`config.mk`:
```
export PLATFORM = sky130hd
export DESIGN_NAME = ircg_top
export DESIGN_NICKNAME = d
export VERILOG_FILES = /design/src/rtl/ircg_pkg.sv /design/src/rtl/ircg_top.sv /design/src/rtl/ircg_div.sv
export SDC_FILE = /design/constraint.sdc
export NUM_CORES = 1
export LEC_CHECK = 0
export BUFFER_PORTS_ARGS = -buffer_cell sky130_fd_sc_hd__buf_2
export CAP_MARGIN = 0
export CORE_ASPECT_RATIO = 1.25
export CORE_MARGIN = 5
export CORE_UTILIZATION = 30
export DETAILED_ROUTE_END_ITERATION = 10
export PLACE_DENSITY = 0.59
export SETUP_SLACK_MARGIN = 0.5
export SYNTH_ARGS = -nofsm -noshare
export SYNTH_HDL_FRONTEND = slang
export SYNTH_SLANG_ARGS = --single-unit
```
`constraint.sdc`:
```
create_clock -name clk_i -period 3.51 [get_ports clk_i]
set_input_delay 0.5265 -clock clk_i [delete_from_list [all_inputs] [get_ports clk_i]]
set_output_delay 0.5265 -clock clk_i [all_outputs]
set_load 0.05 [all_outputs]
```
`src/rtl/ircg_pkg.sv`:
```
// ircg_pkg: constants and types for the infrared carrier generator
package ircg_pkg;

  // ----------------------------------------------------------------
  // register map (word index, byte address is index times four)
  // ----------------------------------------------------------------
  localparam logic [3:0] CTRL_IDX = 4'h6;
  localparam logic [3:0] STAT_IDX = 4'h7;
  localparam logic [1:0] ADDR_LSB = 2'h2;

  // ----------------------------------------------------------------
  // control field positions
  // ----------------------------------------------------------------
  localparam int unsigned BIT_EN   = 0;
  localparam int unsigned BIT_F57  = 1;
  localparam int unsigned BIT_POL  = 2;
  localparam int unsigned BIT_XTAL = 7;

  // ----------------------------------------------------------------
  // status field positions
  // ----------------------------------------------------------------
  localparam int unsigned ST_OUT  = 0;
  localparam int unsigned ST_WAVE = 1;
  localparam int unsigned ST_IRC  = 2;
  localparam int unsigned ST_PIN  = 3;
  localparam int unsigned ST_CTRL = 8;

  // ----------------------------------------------------------------
  // divide ratios of the oscillator clock
  // ----------------------------------------------------------------
  localparam int unsigned DIV_W     = 7;
  localparam logic [6:0]  DIV_HI_57 = 7'h40;
  localparam logic [6:0]  DIV_HI_38 = 7'h60;
  localparam logic [6:0]  DIV_LO_57 = 7'h08;
  localparam logic [6:0]  DIV_LO_38 = 7'h0C;

  // ----------------------------------------------------------------
  // types
  // ----------------------------------------------------------------
  typedef struct packed {
    logic xtal_358;
    logic pol;
    logic f57;
    logic en;
  } ircg_ctrl_t;

  localparam ircg_ctrl_t CTRL_RST = '{1'b0, 1'b0, 1'b0, 1'b0};

  typedef enum logic [0:0] {
    WB_IDLE = 1'b0,
    WB_ACK  = 1'b1
  } ircg_wb_st_t;

endpackage

```
`src/rtl/ircg_top.sv`:
```
// ircg_top: infrared carrier generator with a wishbone register slave
`timescale 1ns/1ps

// Functional notes
// - The carrier output is driven only while the enable bit is 1.
// - Frequency select 1 gives a 57 kHz carrier, 0 gives 38 kHz.
// - Polarity 0 emits while pin data is 1, polarity 1 while it is 0.
// - In crystal mode the crystal bit picks 3.58 MHz (1) or 455 kHz (0).
// - The crystal bit is ignored when the internal oscillator runs.
// - The carrier is made only from the high-frequency oscillator clock.
// - Internal oscillator at 4 MHz divides by 64 (57k) or 96 (38k).
// - A 3.58 MHz crystal divides by 64 (57k) or 96 (38k).
// - A 455 kHz crystal divides by 8 (57k) or 12 (38k).
module ircg_top #(
  parameter int unsigned AW = 8
) (
  // clock and reset
  input  wire logic          clk_i,
  input  wire logic          rst_i,
  // wishbone slave
  input  wire logic          wb_cyc_i,
  input  wire logic          wb_stb_i,
  input  wire logic          wb_we_i,
  input  wire logic [AW-1:0] wb_adr_i,
  input  wire logic [3:0]    wb_sel_i,
  input  wire logic [31:0]   wb_dat_i,
  output logic      [31:0]   wb_dat_o,
  output logic               wb_ack_o,
  // oscillator and pin inputs
  input  wire logic          high_freq_osc_clock_i,
  input  wire logic          internal_high_rc_osc_i,
  input  wire logic          pin_data_i,
  // emitter drive
  output logic               carrier_o
);

  // ----------------------------------------------------------------
  // elaboration checks
  // ----------------------------------------------------------------
  if (AW < 6) begin : g_bad_aw
    $error("ircg_top: AW must be at least 6");
  end

  // ----------------------------------------------------------------
  // helpers
  // ----------------------------------------------------------------
  // half divide period for the chosen oscillator and carrier
  function automatic logic [ircg_pkg::DIV_W-1:0] half_of(
    input logic irc,
    input logic xtal_358,
    input logic f57
  );
    logic [ircg_pkg::DIV_W-1:0] div;
    div = ircg_pkg::DIV_HI_38;
    if (irc || xtal_358) begin
      div = f57 ? ircg_pkg::DIV_HI_57 : ircg_pkg::DIV_HI_38;
    end else begin
      div = f57 ? ircg_pkg::DIV_LO_57 : ircg_pkg::DIV_LO_38;
    end
    return div >> 1;
  endfunction

  function automatic logic hit(
    input logic [AW-1:0] adr,
    input logic [3:0]    idx
  );
    return adr == AW'({idx, ircg_pkg::ADDR_LSB'(0)});
  endfunction

  // ----------------------------------------------------------------
  // input synchronisers
  // ----------------------------------------------------------------
  logic [2:0] osc_r;
  logic [2:0] osc_nxt;
  logic [1:0] irc_r;
  logic [1:0] irc_nxt;
  logic [1:0] pin_r;
  logic [1:0] pin_nxt;
  logic       tick;

  always_comb begin
    osc_nxt = {osc_r[1:0], high_freq_osc_clock_i};
    irc_nxt = {irc_r[0], internal_high_rc_osc_i};
    pin_nxt = {pin_r[0], pin_data_i};
  end

  always_ff @(posedge clk_i) begin
    if (rst_i) begin
      osc_r <= 3'h0;
      irc_r <= 2'h0;
      pin_r <= 2'h0;
    end else begin
      osc_r <= osc_nxt;
      irc_r <= irc_nxt;
      pin_r <= pin_nxt;
    end
  end

  // rising edge of the oscillator, seen only past the second stage
  assign tick = osc_r[1] & ~osc_r[2];

  // ----------------------------------------------------------------
  // wishbone slave
  // ----------------------------------------------------------------
  ircg_pkg::ircg_wb_st_t wb_st_r;
  ircg_pkg::ircg_wb_st_t wb_st_nxt;
  ircg_pkg::ircg_ctrl_t  ctrl_r;
  ircg_pkg::ircg_ctrl_t  ctrl_nxt;
  logic [31:0]           dat_r;
  logic [31:0]           dat_nxt;
  logic                  req;
  logic                  carrier_r;
  logic                  wave;

  assign req = wb_cyc_i & wb_stb_i;

  // one wait state: ack in the cycle after the request is seen
  always_comb begin
    wb_st_nxt = wb_st_r;
    ctrl_nxt  = ctrl_r;
    dat_nxt   = dat_r;
    case (wb_st_r)
      ircg_pkg::WB_IDLE: begin
        if (req) begin
          wb_st_nxt = ircg_pkg::WB_ACK;
          dat_nxt   = 32'h0;
          // control is write-only, so it reads back as zero
          if (hit(wb_adr_i, ircg_pkg::STAT_IDX)) begin
            dat_nxt[ircg_pkg::ST_OUT]  = carrier_r;
            dat_nxt[ircg_pkg::ST_WAVE] = wave;
            dat_nxt[ircg_pkg::ST_IRC]  = irc_r[1];
            dat_nxt[ircg_pkg::ST_PIN]  = pin_r[1];
            dat_nxt[ircg_pkg::ST_CTRL +: 4] = ctrl_r;
          end
        end
      end
      ircg_pkg::WB_ACK: begin
        wb_st_nxt = ircg_pkg::WB_IDLE;
        // write lands on the edge where the master sees ack
        if (req && wb_we_i && wb_sel_i[0] &&
            hit(wb_adr_i, ircg_pkg::CTRL_IDX)) begin
          ctrl_nxt.en       = wb_dat_i[ircg_pkg::BIT_EN];
          ctrl_nxt.f57      = wb_dat_i[ircg_pkg::BIT_F57];
          ctrl_nxt.pol      = wb_dat_i[ircg_pkg::BIT_POL];
          ctrl_nxt.xtal_358 = wb_dat_i[ircg_pkg::BIT_XTAL];
        end
      end
      default: begin
        wb_st_nxt = ircg_pkg::WB_IDLE;
      end
    endcase
  end

  always_ff @(posedge clk_i) begin
    if (rst_i) begin
      wb_st_r <= ircg_pkg::WB_IDLE;
      ctrl_r  <= ircg_pkg::CTRL_RST;
      dat_r   <= 32'h0;
    end else begin
      wb_st_r <= wb_st_nxt;
      ctrl_r  <= ctrl_nxt;
      dat_r   <= dat_nxt;
    end
  end

  assign wb_ack_o = (wb_st_r == ircg_pkg::WB_ACK);
  assign wb_dat_o = dat_r;

  // ----------------------------------------------------------------
  // carrier divider and gating
  // ----------------------------------------------------------------
  logic [ircg_pkg::DIV_W-1:0] half;
  logic [ircg_pkg::DIV_W-1:0] cnt;
  logic                       gate;
  logic                       carrier_nxt;

  assign half = half_of(irc_r[1], ctrl_r.xtal_358, ctrl_r.f57);

  ircg_div #(
    .W      (ircg_pkg::DIV_W)
  ) u_div (
    .clk_i  (clk_i),
    .rst_i  (rst_i),
    .run_i  (ctrl_r.en),
    .tick_i (tick),
    .half_i (half),
    .wave_o (wave),
    .cnt_o  (cnt)
  );

  // pin data is sampled, so the gate lags the pin by the synchroniser
  always_comb begin
    gate        = ctrl_r.pol ? ~pin_r[1] : pin_r[1];
    carrier_nxt = ctrl_r.en & gate & wave;
  end

  always_ff @(posedge clk_i) begin
    if (rst_i) begin
      carrier_r <= 1'b0;
    end else begin
      carrier_r <= carrier_nxt;
    end
  end

  assign carrier_o = carrier_r;
endmodule

```
`src/rtl/ircg_div.sv`:
```
// ircg_div: half-period counter that toggles the carrier square wave
`timescale 1ns/1ps
module ircg_div #(
  parameter int unsigned W = 7
) (
  // clock and reset
  input  wire logic         clk_i,
  input  wire logic         rst_i,
  // control
  input  wire logic         run_i,
  input  wire logic         tick_i,
  input  wire logic [W-1:0] half_i,
  // result
  output logic              wave_o,
  output logic [W-1:0]      cnt_o
);

  // ----------------------------------------------------------------
  // elaboration checks
  // ----------------------------------------------------------------
  if (W < 1) begin : g_bad_w
    $error("ircg_div: W must be at least 1");
  end

  logic         wave_r;
  logic         wave_nxt;
  logic [W-1:0] cnt_r;
  logic [W-1:0] cnt_nxt;

  // ----------------------------------------------------------------
  // counting
  // ----------------------------------------------------------------
  // >= so a shrinking ratio never leaves the count stranded above it
  always_comb begin
    cnt_nxt  = cnt_r;
    wave_nxt = wave_r;
    if (!run_i) begin
      cnt_nxt  = '0;
      wave_nxt = 1'b0;
    end else if (tick_i) begin
      if (cnt_r >= half_i - W'(1)) begin
        cnt_nxt  = '0;
        wave_nxt = ~wave_r;
      end else begin
        cnt_nxt = cnt_r + W'(1);
      end
    end
  end

  always_ff @(posedge clk_i) begin
    if (rst_i) begin
      cnt_r  <= '0;
      wave_r <= 1'b0;
    end else begin
      cnt_r  <= cnt_nxt;
      wave_r <= wave_nxt;
    end
  end

  assign wave_o = wave_r;
  assign cnt_o  = cnt_r;

endmodule

```
Yosys cells after proc, flatten, opt, wreduce, memory -nomap -nowiden. Cells that the tools add are included.

Register bits: 29. Output and inout port bits: 34.

$add $sub $neg: 2. Magnitude comparators: 1. Equal/unequal tests: 2. Muxes and demuxes: 9. Bitwise operators: 9. Reduce and logical (&&, ||, !) cells: 8.

Operators by type and width (number): equality test 8 x 5 -> 1 bit (second input constant) (2); 2-to-1 mux 7 bit (2); 2-to-1 mux 4 bit (2); adder 7 x 1 -> 7 bit (second input constant) (1); >= comparator 7 bit (1); subtractor 6 x 1 -> 7 bit (second input constant) (1); 2-to-1 mux 6 bit (1); AND reduction 2 bit (3); NOT 1 bit (5); AND 1 bit (4); logical AND 1 bit (3); 2-to-1 mux 3 bit (1); 2-to-1 mux 1 bit (2); case mux 1 bit (2 select lines) (1); OR reduction 2 bit (1); logical OR 1 bit (1).

Depth between registers and ports, before layout. Gate-level depths: netlist of the first run.

Depth in word-level cells: 5. Depth in mapped cells: 7. Mapped depth without buffers: 7.

Modules after synthesis. A second synthesis of the first run with hierarchy kept.

Cells, all modules: 166. Area, all modules: 1644.1 µm².

By module, submodules not included: ircg_top (instances 1, cells each 92, area each 962.2 µm², sequential area each 420.4 µm²); ircg_div (instances 1, cells each 74, area each 681.9 µm², sequential area each 160.2 µm²).

Least setup slack after synthesis of the first run. Ideal clock, no wire load.

Kind: input -> register. Start: input wb_adr_i[5]. End: register ctrl_r[1] (netlist bit). Data arrival time: 1894 ps. Data required time: 3382 ps. Setup slack: 1488 ps. Stages: 5. Cells stage by stage: or4b_4 or4_4 buf_6 mux2i_1 nor2_1.

Cells in the longest elaborated chain, start to end: 3.

Ends and longest elaborated chain: start, declared (line ircg_top.sv:24) `input wire logic [AW-1:0] wb_adr_i,`; equality test 8 x 5 -> 1 bit (line ircg_top.sv:67) `return adr == AW'({idx, ircg_pkg::ADDR_LSB'(0)});`; logical AND 1 bit (line ircg_top.sv:140) `if (req && wb_we_i && wb_sel_i[0] &&`; AND reduction 2 bit (no source line); end signal, assigned (line ircg_top.sv:157) `ctrl_r <= ircg_pkg::CTRL_RST;`; end signal, assigned (line ircg_top.sv:161) `ctrl_r <= ctrl_nxt;`; end, declared (line ircg_top.sv:107) `ircg_pkg::ircg_ctrl_t ctrl_r;`.

No other way between the ends. A chain may end at the register's enable or synchronous reset.

Final worst setup path of the first run.
Start: register ctrl_r[3] (netlist bit). End: register u_div.cnt_r[1], in the netlist u_div.cnt_o[1].

Cells in the longest elaborated chain, start to end: 5.

Ends and longest elaborated chain: logical OR 1 bit (line ircg_top.sv:55) `if (irc || xtal_358) begin`; 2-to-1 mux 7 bit (line ircg_top.sv:55); subtractor 6 x 1 -> 7 bit (line ircg_div.sv:41) `if (cnt_r >= half_i - W'(1)) begin`; >= comparator 7 bit (line ircg_div.sv:41); 2-to-1 mux 7 bit (line ircg_div.sv:41); end signal, assigned (line ircg_div.sv:55) `cnt_r <= cnt_nxt;`; end, declared (line ircg_div.sv:27) `logic [W-1:0] cnt_r;`.

No other way between the ends.

==> results of run 1 <==
power breakdown:
part	internal, mW	switching, mW
clock	0.177	0.115
combinational	0.0144	0.0708
sequential	0.333	0.00185
final cells by class:
class / count / area, um2 / share of cell area, %
clock inverter: 1 / 5.00 / 0.309
timing repair buffer: 30 / 150 / 9.27
tap: 58 / 72.6 / 4.48
sequential: 29 / 581 / 35.9
multi-input combinational: 114 / 711 / 43.9
inverter: 1 / 3.75 / 0.232
clock buffer: 7 / 96.3 / 5.95
cell usage in the layout, fill, tap and decap left out, drive strengths merged, types with 2 or more instances in the layout:
cell type	synthesis	layout
dfxtp	29	29
nand2	6	6
mux2i	6	6
clkbuf	2	7
o21ai	4	4
nor3	2	2
nor2	22	22
nand3b	2	2
buf	25	30
conb	2	25
xor2	3	3
a22oi	8	8
xnor2	3	3
ha	7	7
nor2b	9	9
a211oi	2	2
flip-flops by register name (all words and copies together), names as in the netlist:
name          flops
irc_r             2
carrier_o         1
u_div.wave_o      1
pin_r             2
wb_ack_o          1
osc_r             3
wb_dat_o          8
ctrl_r            4
u_div.cnt_o       7
path summary, 6_finish.rpt:
path / from / end
worst max-delay path: ctrl_r[3]$_SDFFE_PP0P_ / u_div.cnt_o[1]$_SDFFE_PP0P_
worst min-delay path: osc_r[0]$_SDFF_PP0_ / osc_r[1]$_SDFF_PP0_
worst max register to register: ctrl_r[3]$_SDFFE_PP0P_ / u_div.cnt_o[1]$_SDFFE_PP0P_
worst min register to register: osc_r[0]$_SDFF_PP0_ / osc_r[1]$_SDFF_PP0_
per-stage QoR:
stage	instance area [um2]	hold WS [ns]	utilization, %	worst slack, ns	total power, mW
floorplan	1490	0.414	-	1.49	0.434
global placement	1520	0.422	33.8	1.39	0.427
detailed placement	1520	0.426	33.8	1.38	0.427
CTS	1620	0.440	36.0	1.56	0.722
global route	1620	0.463	36.0	1.30	0.743
finish	1620	0.435	36.0	1.60	0.712
kinds of logic (layout without fill, tap and decap cells):
kind of cell | count (synthesis) | after routing
fa+ha+maj | 7 | 7
buf+inv | 28 | 39
compound gates | 18 | 18
other cells | 2 | 25
xor+xnor | 6 | 6
mux | 6 | 6
simple gates | 52 | 52
flops | 29 | 29
layer usage:
layer | vias up | track usage (%)
met1 | 467 | 8.82
met5 | - | 0
li1 | 519 | -
met2 | 32 | 14.5
met3 | 5 | 3.13
met4 | 0 | 3.59
==> impl_results.md, run 1 <==
* Ys Warns at 0
* F_max at 524 MHz
* DRT met1 WL at 976 um
* CTS buffer count at 5
* Worst Max-Slew Pin Slew at roughly 0.5 ns
* Setup TNS at 0 ns
* Cell mode on critical path: nor2_1
* Top post-synthesis cells by count: dfxtp_1 (29), buf_4 (24), nor2_1 (22)
* Routed via count at between 1,000 and 1,500
* Family with the most delay on the worst path: compound AO/OA/AOI/OAI gates
* Fraction of registers with async set/reset at 0%
* Main flop type after synthesis: dfxtp_1
* DIE AREA at between 6000 and 7000 um2
* Fillers at 481
* Die width at 71.3 um
* Reg2reg setup slack at ~1.6 ns
* CP max-delay cell: o21ai_1
* Post-synth EDFFs at 0
* Htree depth at 2
* Hold WC Path Type: reg2reg
* Mapped Area at 1410 um2
* Core area at 4490 um2
* Simple-gate share of the synthesized area at roughly a fifth
* Pre-Repair DR Iteration Count at 3
* Finish-stage setup viols at 0
* Worst reg2reg path depth at 7
* Initial antenna violation count at 0
* Synth cell types at 34
* Synth-to-layout area growth at 15.0%
* Max cap viols at 0
* Synth area leaders: dfxtp_1 (41%), buf_4 (13%), ha_1 (6.2%)
* Period Utilization, post-route at 54.4%
* Leakage power at between 0.7 and 0.8 nW
* Clock transition at the registers of the reported paths at 0.06 ns
* Skew final at 0.00709 ns
* GR Util All Layers at 8.31%
* Vias in the first global route at between 900 and 1,000
* Routed Antenna Nets at 0
* Largest family of logic cells by synthesized area: simple AND/OR/NAND/NOR gates
* Final WL at between 2000 and 3000 um
* N_diodes at 0
* Largest net degree at the start of global routing at 22
* Levels on crit path at 7
* CP Launch Type: register
* Max-slew violation count at 0
* Met3 WL at between 150 and 200 um
* Slew margin rel. at between 60% and 70%
* Max IR drop VDD at 285 uV
* DR WL met2 at 1300 um
* Die height at 86.6 um
* CP Data Arrival Time at 2.05 ns
* Post-cts resize count at 0
* GR Overflow Total at 0
* Gate Count Post-Synth at roughly 150
* Worst-path cell chain: nor2_1 -> or2_2 -> ha_1 -> o21a_1 -> o21ai_0 -> o21ai_1 -> nor2_1
* Synth area leader: dfxtp_1
* Fin crit period at roughly 1.9 ns
* CP peak stage delay at 0.45 ns
* Status: completed
* Clock Path Buffers at 2
* Postcts setup bufs at 0
* Buf+Inv Stages, Crit Path at 0
* Port Buffer Count at 30
* I/O pin count at 86
* Layout cells sized above 1 at 23.6%
* Number of synthesized register bits at 29
* Synth top area share at between 40% and 50%
* Mapped Avg Cell Area at around 9.5 um2
* Required time worst endpoint at ~3.7 ns
* Final nets at 240
* Sequential fraction of the synthesis area at 41.2%
* Gpl congestion at about 0.75
* CTS tree: done
* Post-DR vias/cell at about 4.3
* First-pass GRT wire length at a little over 4000 um
* Synth Area in Compound Gates at under 10%
* CP Max Fanout at 7
* Initial Utilization at a little under a third
* Cell area power density at 440 nW/um2
* Hold Path Stages at 1
* Multiplexer share of the synthesized area at about 4.3%
* Clock sink count at 29
* Post-DP HPWL at between 2000 and 2500 um
* DR DRC count at 0
* Uppermost routed layer: met4
* Cell Rows at 27
* Worst setup EP type: register
* Post-synthesis adder-cell area fraction at roughly 6.2%
* Final non-filler cell total at 240
* Hold Buf Count CTS at 0
* RSZ-0062 raised after global routing: false
* Worst-Skew Late Latency at 0.27 ns
* Final Hold Vio Count at 0
* Cell count after placement at 232
* Initial DRC Count at 11
* Post-synthesis xor/xnor area fraction at between 3 and 4%
* Root buffer cell: clkbuf_8
* Top-count cell post-synth: dfxtp_1
* WS Path Type: reg2reg
* Average wire per standard cell at 10.4 um
Note: power is estimated with default switching activity, not from simulation.
==> inputs of run 2 (changes only) <==
--- a/config.mk
+++ b/config.mk
@@ -11,7 +11,7 @@
 export CORE_MARGIN = 5
 export CORE_UTILIZATION = 30
 export DETAILED_ROUTE_END_ITERATION = 10
-export PLACE_DENSITY = 0.59
+export PLACE_DENSITY = 0.62
 export SETUP_SLACK_MARGIN = 0.5
 export SYNTH_ARGS = -nofsm -noshare
 export SYNTH_HDL_FRONTEND = slang
==> constraint.sdc (replaced) <==
create_clock -name clk_i -period 1.7 [get_ports clk_i]
set_input_delay 0.255 -clock clk_i [delete_from_list [all_inputs] [get_ports clk_i]]
set_output_delay 0.255 -clock clk_i [all_outputs]
set_load 0.05 [all_outputs]
==> impl_results.md, run 2 (same netlist as run 1, synthesis figures left out) <==
* DIE AREA at 6170 um2 (unchanged)
* CP Max Fanout at 7 (unchanged)
* F_max at 606 MHz (+16%)
* Cell count after placement at 240 (+3.4%)
* Final non-filler cell total at 250 (+4.2%)
* Largest register FFs at 8 (unchanged)
* RSZ-0062 raised after global routing: true
* Port Buffer Count at 30 (unchanged)
* Buf+Inv Stages, Crit Path at 1 (+1)
* Cell Rows at 27 (unchanged)
* Worst-path cell chain: nor3_4 -> ha_1 -> a211oi_2 -> o211a_1 -> o21ai_2 -> buf_6 -> a21oi_2
* Routed via count at 1,061 (+3.7%)
* Vias in the first global route at 1,008 (+4.9%)
* Commonest non-fill, non-tap cell in the layout: buf_2
* Post-DR vias/cell at 4.24 (-0.43%)
* Fillers at 446 (-7.3%)
* I/O pin count at 86 (unchanged)
* DR DRC count at 0 (unchanged)
* Routed Antenna Nets at 0 (unchanged)
* Clock transition at the registers of the reported paths at 0.07 ns (about the same)
* Pre-Repair DR Iteration Count at 4 (+1)
* Max IR drop VDD at 593 uV (+110%)
* CTS buffer count at 5 (unchanged)
* Layout cells sized above 1 at 40.1% (+16 points)
* Die width at 71.3 um (unchanged)
* Average wire per standard cell at 11.5 um (+10%)
* Most frequent cells in the layout: buf_2 (28), conb_1 (25), dfxtp_1 (25), nor2_1 (18), nor2b_1 (9)
* CTS tree: done
* Final setup margin at 0.0512 ns (-1.55 ns)
* Fin crit period at 1.65 ns (-0.260 ns)
* Skew final at 0.00710 ns (+0.00000391 ns)
* WHS at 0.177 ns (-0.258 ns)
* Htree depth at 2 (unchanged)
* Final WL at 2870 um (+15%)
* Initial Utilization at 31.3% (unchanged)
* CP Data Arrival Time at 1.87 ns (-0.18 ns)
* Max-slew violation count at 0 (unchanged)
* CP Launch Type: register
* Cell area power density at 851 nW/um2 (+93%)
* Worst setup EP type: register
* CP Launch Point: irc_r[1]$_SDFF_PP0_
* Post-place instance area at 1590 um2 (+4.7%)
* Gpl congestion at 0.785 (+5.0%)
* First-pass GRT wire length at 4450 um (+9.3%)
* Family with the most delay on the worst path: compound AO/OA/AOI/OAI gates
* CP max-delay cell: dfxtp_4
* Period Utilization, post-route at 97.0% (+43 points)
* Hold WC Path Type: in2reg
* Reg2reg setup slack at 0.05 ns (-1.55 ns)
* R2r startpoint: irc_r[1]$_SDFF_PP0_
* Clock Path Buffers at 2 (unchanged)
* Max cap viols at 0 (unchanged)
* Clock sink count at 29 (unchanged)
* Final Cell Area at 1880 um2 (+16%)
* Initial antenna violation count at 0 (unchanged)
* WS Path Type: reg2reg
* Hold Buf Count CTS at 0 (unchanged)
* CP peak stage delay at 0.37 ns (-0.08 ns)
* Root buffer cell: clkbuf_8
* HP Start: pin_data_i
* Status: completed
* Post-DP HPWL at 2080 um (+3.3%)
* Area of the multi-input gates at 843 um2 (+19%)
* N_diodes at 0 (unchanged)
* Leakage power at 0.800 nW (+11%)
* Synth-to-layout area growth at 33.7%
* Worst-Skew Late Latency at 0.28 ns (about the same)
* Required time worst endpoint at 1.92 ns (-1.73 ns)
* Core area at 4490 um2 (unchanged)
* Die height at 86.6 um (unchanged)
* Final nets at 250 (+4.2%)
* GR Overflow Total at 0 (unchanged)
* Finish-stage setup viols at 0 (unchanged)
* Final Hold Vio Count at 0 (unchanged)
* Register area at 596 um2 (+2.6%)
* GR Util All Layers at 9.11% (+0.80 points)
* Largest net degree at the start of global routing at 22 (unchanged)
* Initial DRC Count at 19 (+8)
* Pre-CTS setup slack at -0.126 ns (-1.51 ns)
-- run 2: per-layer routing --
metal	GRT usage [%]	share of wire [%]
met5	0	0
met4	4.10	1.6
met3	2.90	5.7
met2	16.1	54
met1	9.83	39
-- run 2: where the power goes --
part,internal (mW),switching (mW),leakage [nW]
combinational,0.0422,0.153,0.504
clock,0.439,0.279,0.0587
sequential,0.682,0.00498,0.238
-- run 2: cell type report --
type                            instances  share of cell area [%]
Multi-Input combinational cell        114                    44.8
Sequential cell                        29                    31.6
Timing Repair Buffer                   40                    13.4
Tap cell                               58                    3.86
Clock buffer                            5                    3.66
Clock inverter                          3                    2.39
Inverter                                1                   0.199
-- run 2: worst register-to-register path: cells and delay by family (launching register included) --
family	cells	cell delay [ns]
AO/OA/AOI/OAI	4	0.63
flip-flops	1	0.37
adder cells (fa/ha/maj)	1	0.26
AND/OR/NAND/NOR	1	0.18
buffers and inverters	1	0.15
-- run 2: through the flow --
stage | util [%] | total power, mW | setup TNS (ns)
final | 41.9 | 1.60 | 0
after global routing | 41.9 | 1.67 | -0.0476
after CTS | 40.3 | 1.62 | 0
after detailed placement | 35.4 | 0.888 | -0.639
after global placement | 35.4 | 0.887 | -0.462
after floorplan | - | 0.897 | -0.200
-- run 2: path summary, 6_finish.rpt --
check	end	cells past startpoint
worst max-delay path	u_div.cnt_o[4]$_SDFFE_PP0P_	7
worst min-delay path	pin_r[0]$_SDFF_PP0_	2
worst max register to register	u_div.cnt_o[4]$_SDFFE_PP0P_	7
worst min register to register	irc_r[1]$_SDFF_PP0_	1
-- run 2: what timing repair did --
action	CTS	global route
setup endpoints to repair	20	21
pin swaps	20	8
buffers inserted	1	1
gates resized for setup	26	13
gates cloned	0	0
==> inputs of run 3 (changes only) <==
--- a/config.mk
+++ b/config.mk
@@ -7,11 +7,13 @@
 export LEC_CHECK = 0
 export BUFFER_PORTS_ARGS = -buffer_cell sky130_fd_sc_hd__buf_2
 export CAP_MARGIN = 0
+export CELL_PAD_IN_SITES_DETAIL_PLACEMENT = 1
+export CELL_PAD_IN_SITES_GLOBAL_PLACEMENT = 2
 export CORE_ASPECT_RATIO = 1.25
 export CORE_MARGIN = 5
-export CORE_UTILIZATION = 30
+export CORE_UTILIZATION = 21
 export DETAILED_ROUTE_END_ITERATION = 10
-export PLACE_DENSITY = 0.62
+export PLACE_DENSITY = 0.76
 export SETUP_SLACK_MARGIN = 0.5
 export SYNTH_ARGS = -nofsm -noshare
 export SYNTH_HDL_FRONTEND = slang
==> impl_results.md, run 3 (same netlist as run 1, synthesis figures left out) <==
* Max cap viols at 0 (unchanged)
* Max-slew violation count at 0 (unchanged)
* Core area at 6570 um2 (+46%)
* Port Buffer Count at 30 (unchanged)
* Cell count after placement at 271 (+13%)
* Hold Buf Count CTS at 0 (unchanged)
* Area of the multi-input gates at 847 um2 (+0.45%)
* CP Launch Type: register
* Final nets at 254 (+1.6%)
* Required time worst endpoint at 1.91 ns (about the same)
* Htree depth at 2 (unchanged)
* Final WL at 3130 um (+9.0%)
* Gpl congestion at 0.686 (-13%)
* Post-DP HPWL at 2400 um (+16%)
* Cell area power density at 824 nW/um2 (-3.1%)
* CP Max Fanout at 4 (-3)
* Switching Share at 25.2% (-2.1 points)
* Fillers at 781 (+75%)
* Period Utilization, post-route at 98.4% (+1.4 points)
* RSZ-0062 raised after global routing: true
* Sequential power share at 42.8% (about the same)
* Cell Rows at 33 (+22%)
* Internal power at 1.21 mW (+3.6%)
* Switching Power at 0.406 mW (-7.1%)
* Pre-Repair DR Iteration Count at 2 (-2)
* Worst setup EP type: register
* Finish-stage setup viols at 0 (unchanged)
* Post-DR vias/cell at 3.93 (-7.5%)
* F_max at 598 MHz (-1.4%)
* Clock sink count at 29 (unchanged)
* Routed Antenna Nets at 0 (unchanged)
* Die width at 83.2 um (+17%)
* Final Cell Area at 1960 um2 (+3.9%)
* CP Data Arrival Time at 1.88 ns (about the same)
* Leakage power at 0.821 nW (+2.6%)
* Initial antenna violation count at 0 (unchanged)
* Most frequent cells in the layout: buf_2 (28), conb_1 (25), dfxtp_1 (25), nor2_1 (17), nor2b_1 (9)
* First-pass GRT wire length at 5200 um (+17%)
* Commonest non-fill, non-tap cell in the layout: buf_2
* CTS buffer count at 5 (unchanged)
* Largest net degree at the start of global routing at 22 (unchanged)
* Initial DRC Count at 6 (-13)
* N_diodes at 0 (unchanged)
* Vias in the first global route at 1,156 (+15%)
* Hold WC Path Type: in2reg
* Post-place instance area at 1640 um2 (+3.2%)
* Max IR drop VDD at 386 uV (-35%)
* Clock transition at the registers of the reported paths at 0.06 ns (about the same)
* GR Util All Layers at 7.61% (-1.5 points)
* Layout cells sized above 1 at 41.8% (+1.7 points)
* Worst-Skew Late Latency at 0.28 ns (about the same)
* Skew final at 0.00544 ns (-0.00166 ns)
* Clock Path Buffers at 2 (unchanged)
* CTS tree: done
* DIE AREA at 8450 um2 (+37%)
* Synth-to-layout area growth at 38.9%
* DR DRC count at 0 (unchanged)
* Root buffer cell: clkbuf_8
* I/O pin count at 86 (unchanged)
* Average wire per standard cell at 11.1 um (-3.7%)
* GR Overflow Total at 0 (unchanged)
* Routed via count at 1,111 (+4.7%)
* Status: completed
* Largest register FFs at 8 (unchanged)
* Logic pwr share at 12.4% (+0.2 points)
* WS Path Type: reg2reg
* Final non-filler cell total at 283 (+13%)
* Die height at 102 um (+17%)
* Initial Utilization at 21.4% (-9.9 points)
* Clock share of power at 44.8% (about the same)
* Final Hold Vio Count at 0 (unchanged)
* Register area at 593 um2 (-0.42%)
* Fin crit period at 1.67 ns (+0.0241 ns)
run 3: final timing paths:
kind	slack, ns	from	endpoint	depth (start not counted)
worst max-delay path	0.03	ctrl_r[3]$_SDFFE_PP0P_	u_div.wave_o$_SDFFE_PP0P_	8
worst min register to register	0.44	irc_r[0]$_SDFF_PP0_	irc_r[1]$_SDFF_PP0_	1
worst max register to register	0.03	ctrl_r[3]$_SDFFE_PP0P_	u_div.wave_o$_SDFFE_PP0P_	8
worst min-delay path	0.19	high_freq_osc_clock_i	osc_r[0]$_SDFF_PP0_	2
run 3: timing repair:
action,in CTS,in global routing
setup buffers,3,1
endpoints found under the setup margin,20,20
pin swaps,19,8
resized for setup,25,15
gates cloned,0,0
run 3: critical path, cell delays in order (launching register included):
cell and delay [ns]:
dfxtp_4 0.37, nor2_4 0.05, and2_1 0.18, ha_4 0.26
o211ai_1 0.08, o211a_1 0.26, buf_4 0.15, nor2_4 0.09
mux2i_1 0.17
run 3: per-layer routing:
layer / GRT usage [%] / vias to the layer above / part of all wire (%)
met4: 5.28 / 0 / 3.0
li1: - / 549 / -
met3: 1.55 / 5 / 4.6
met5: 0 / - / 0
met2: 12.8 / 34 / 51
met1: 8.67 / 523 / 41
run 3: final cells by class:
class                   count  share of cell area, %
clock inverters             1                   1.54
inverters                   1                  0.192
flip-flops and latches     29                   30.3
well taps                  87                   5.57
repair buffers             44                   14.7
multi-input cells         114                   43.3
clock buffers               7                   4.41
run 3: power groups by stage:
stage                     clock network (mW)  registers (mW)  logic (mW)
after global routing                   0.777           0.690       0.212
final                                  0.723           0.689       0.200
after detailed placement                   0           0.706       0.186
after floorplan                            0           0.708       0.189
after global placement                     0           0.705       0.185
after CTS                              0.751           0.689       0.195
run 3: stage by stage:
step / setup TNS [ns] / hold WS [ns] / power (mW) / util, % / setup WS, ns
4_1_cts: 0 / 0.178 / 1.63 / 28.5 / 0.0158
6_report: 0 / 0.189 / 1.61 / 29.8 / 0.0270
3_3_place_gp: -0.576 / 0.416 / 0.890 / 25.0 / -0.140
2_1_floorplan: -0.200 / 0.383 / 0.897 / - / -0.0500
3_5_place_dp: -0.879 / 0.429 / 0.892 / 25.0 / -0.147
5_1_grt: -0.372 / 0.192 / 1.68 / 29.8 / -0.0547
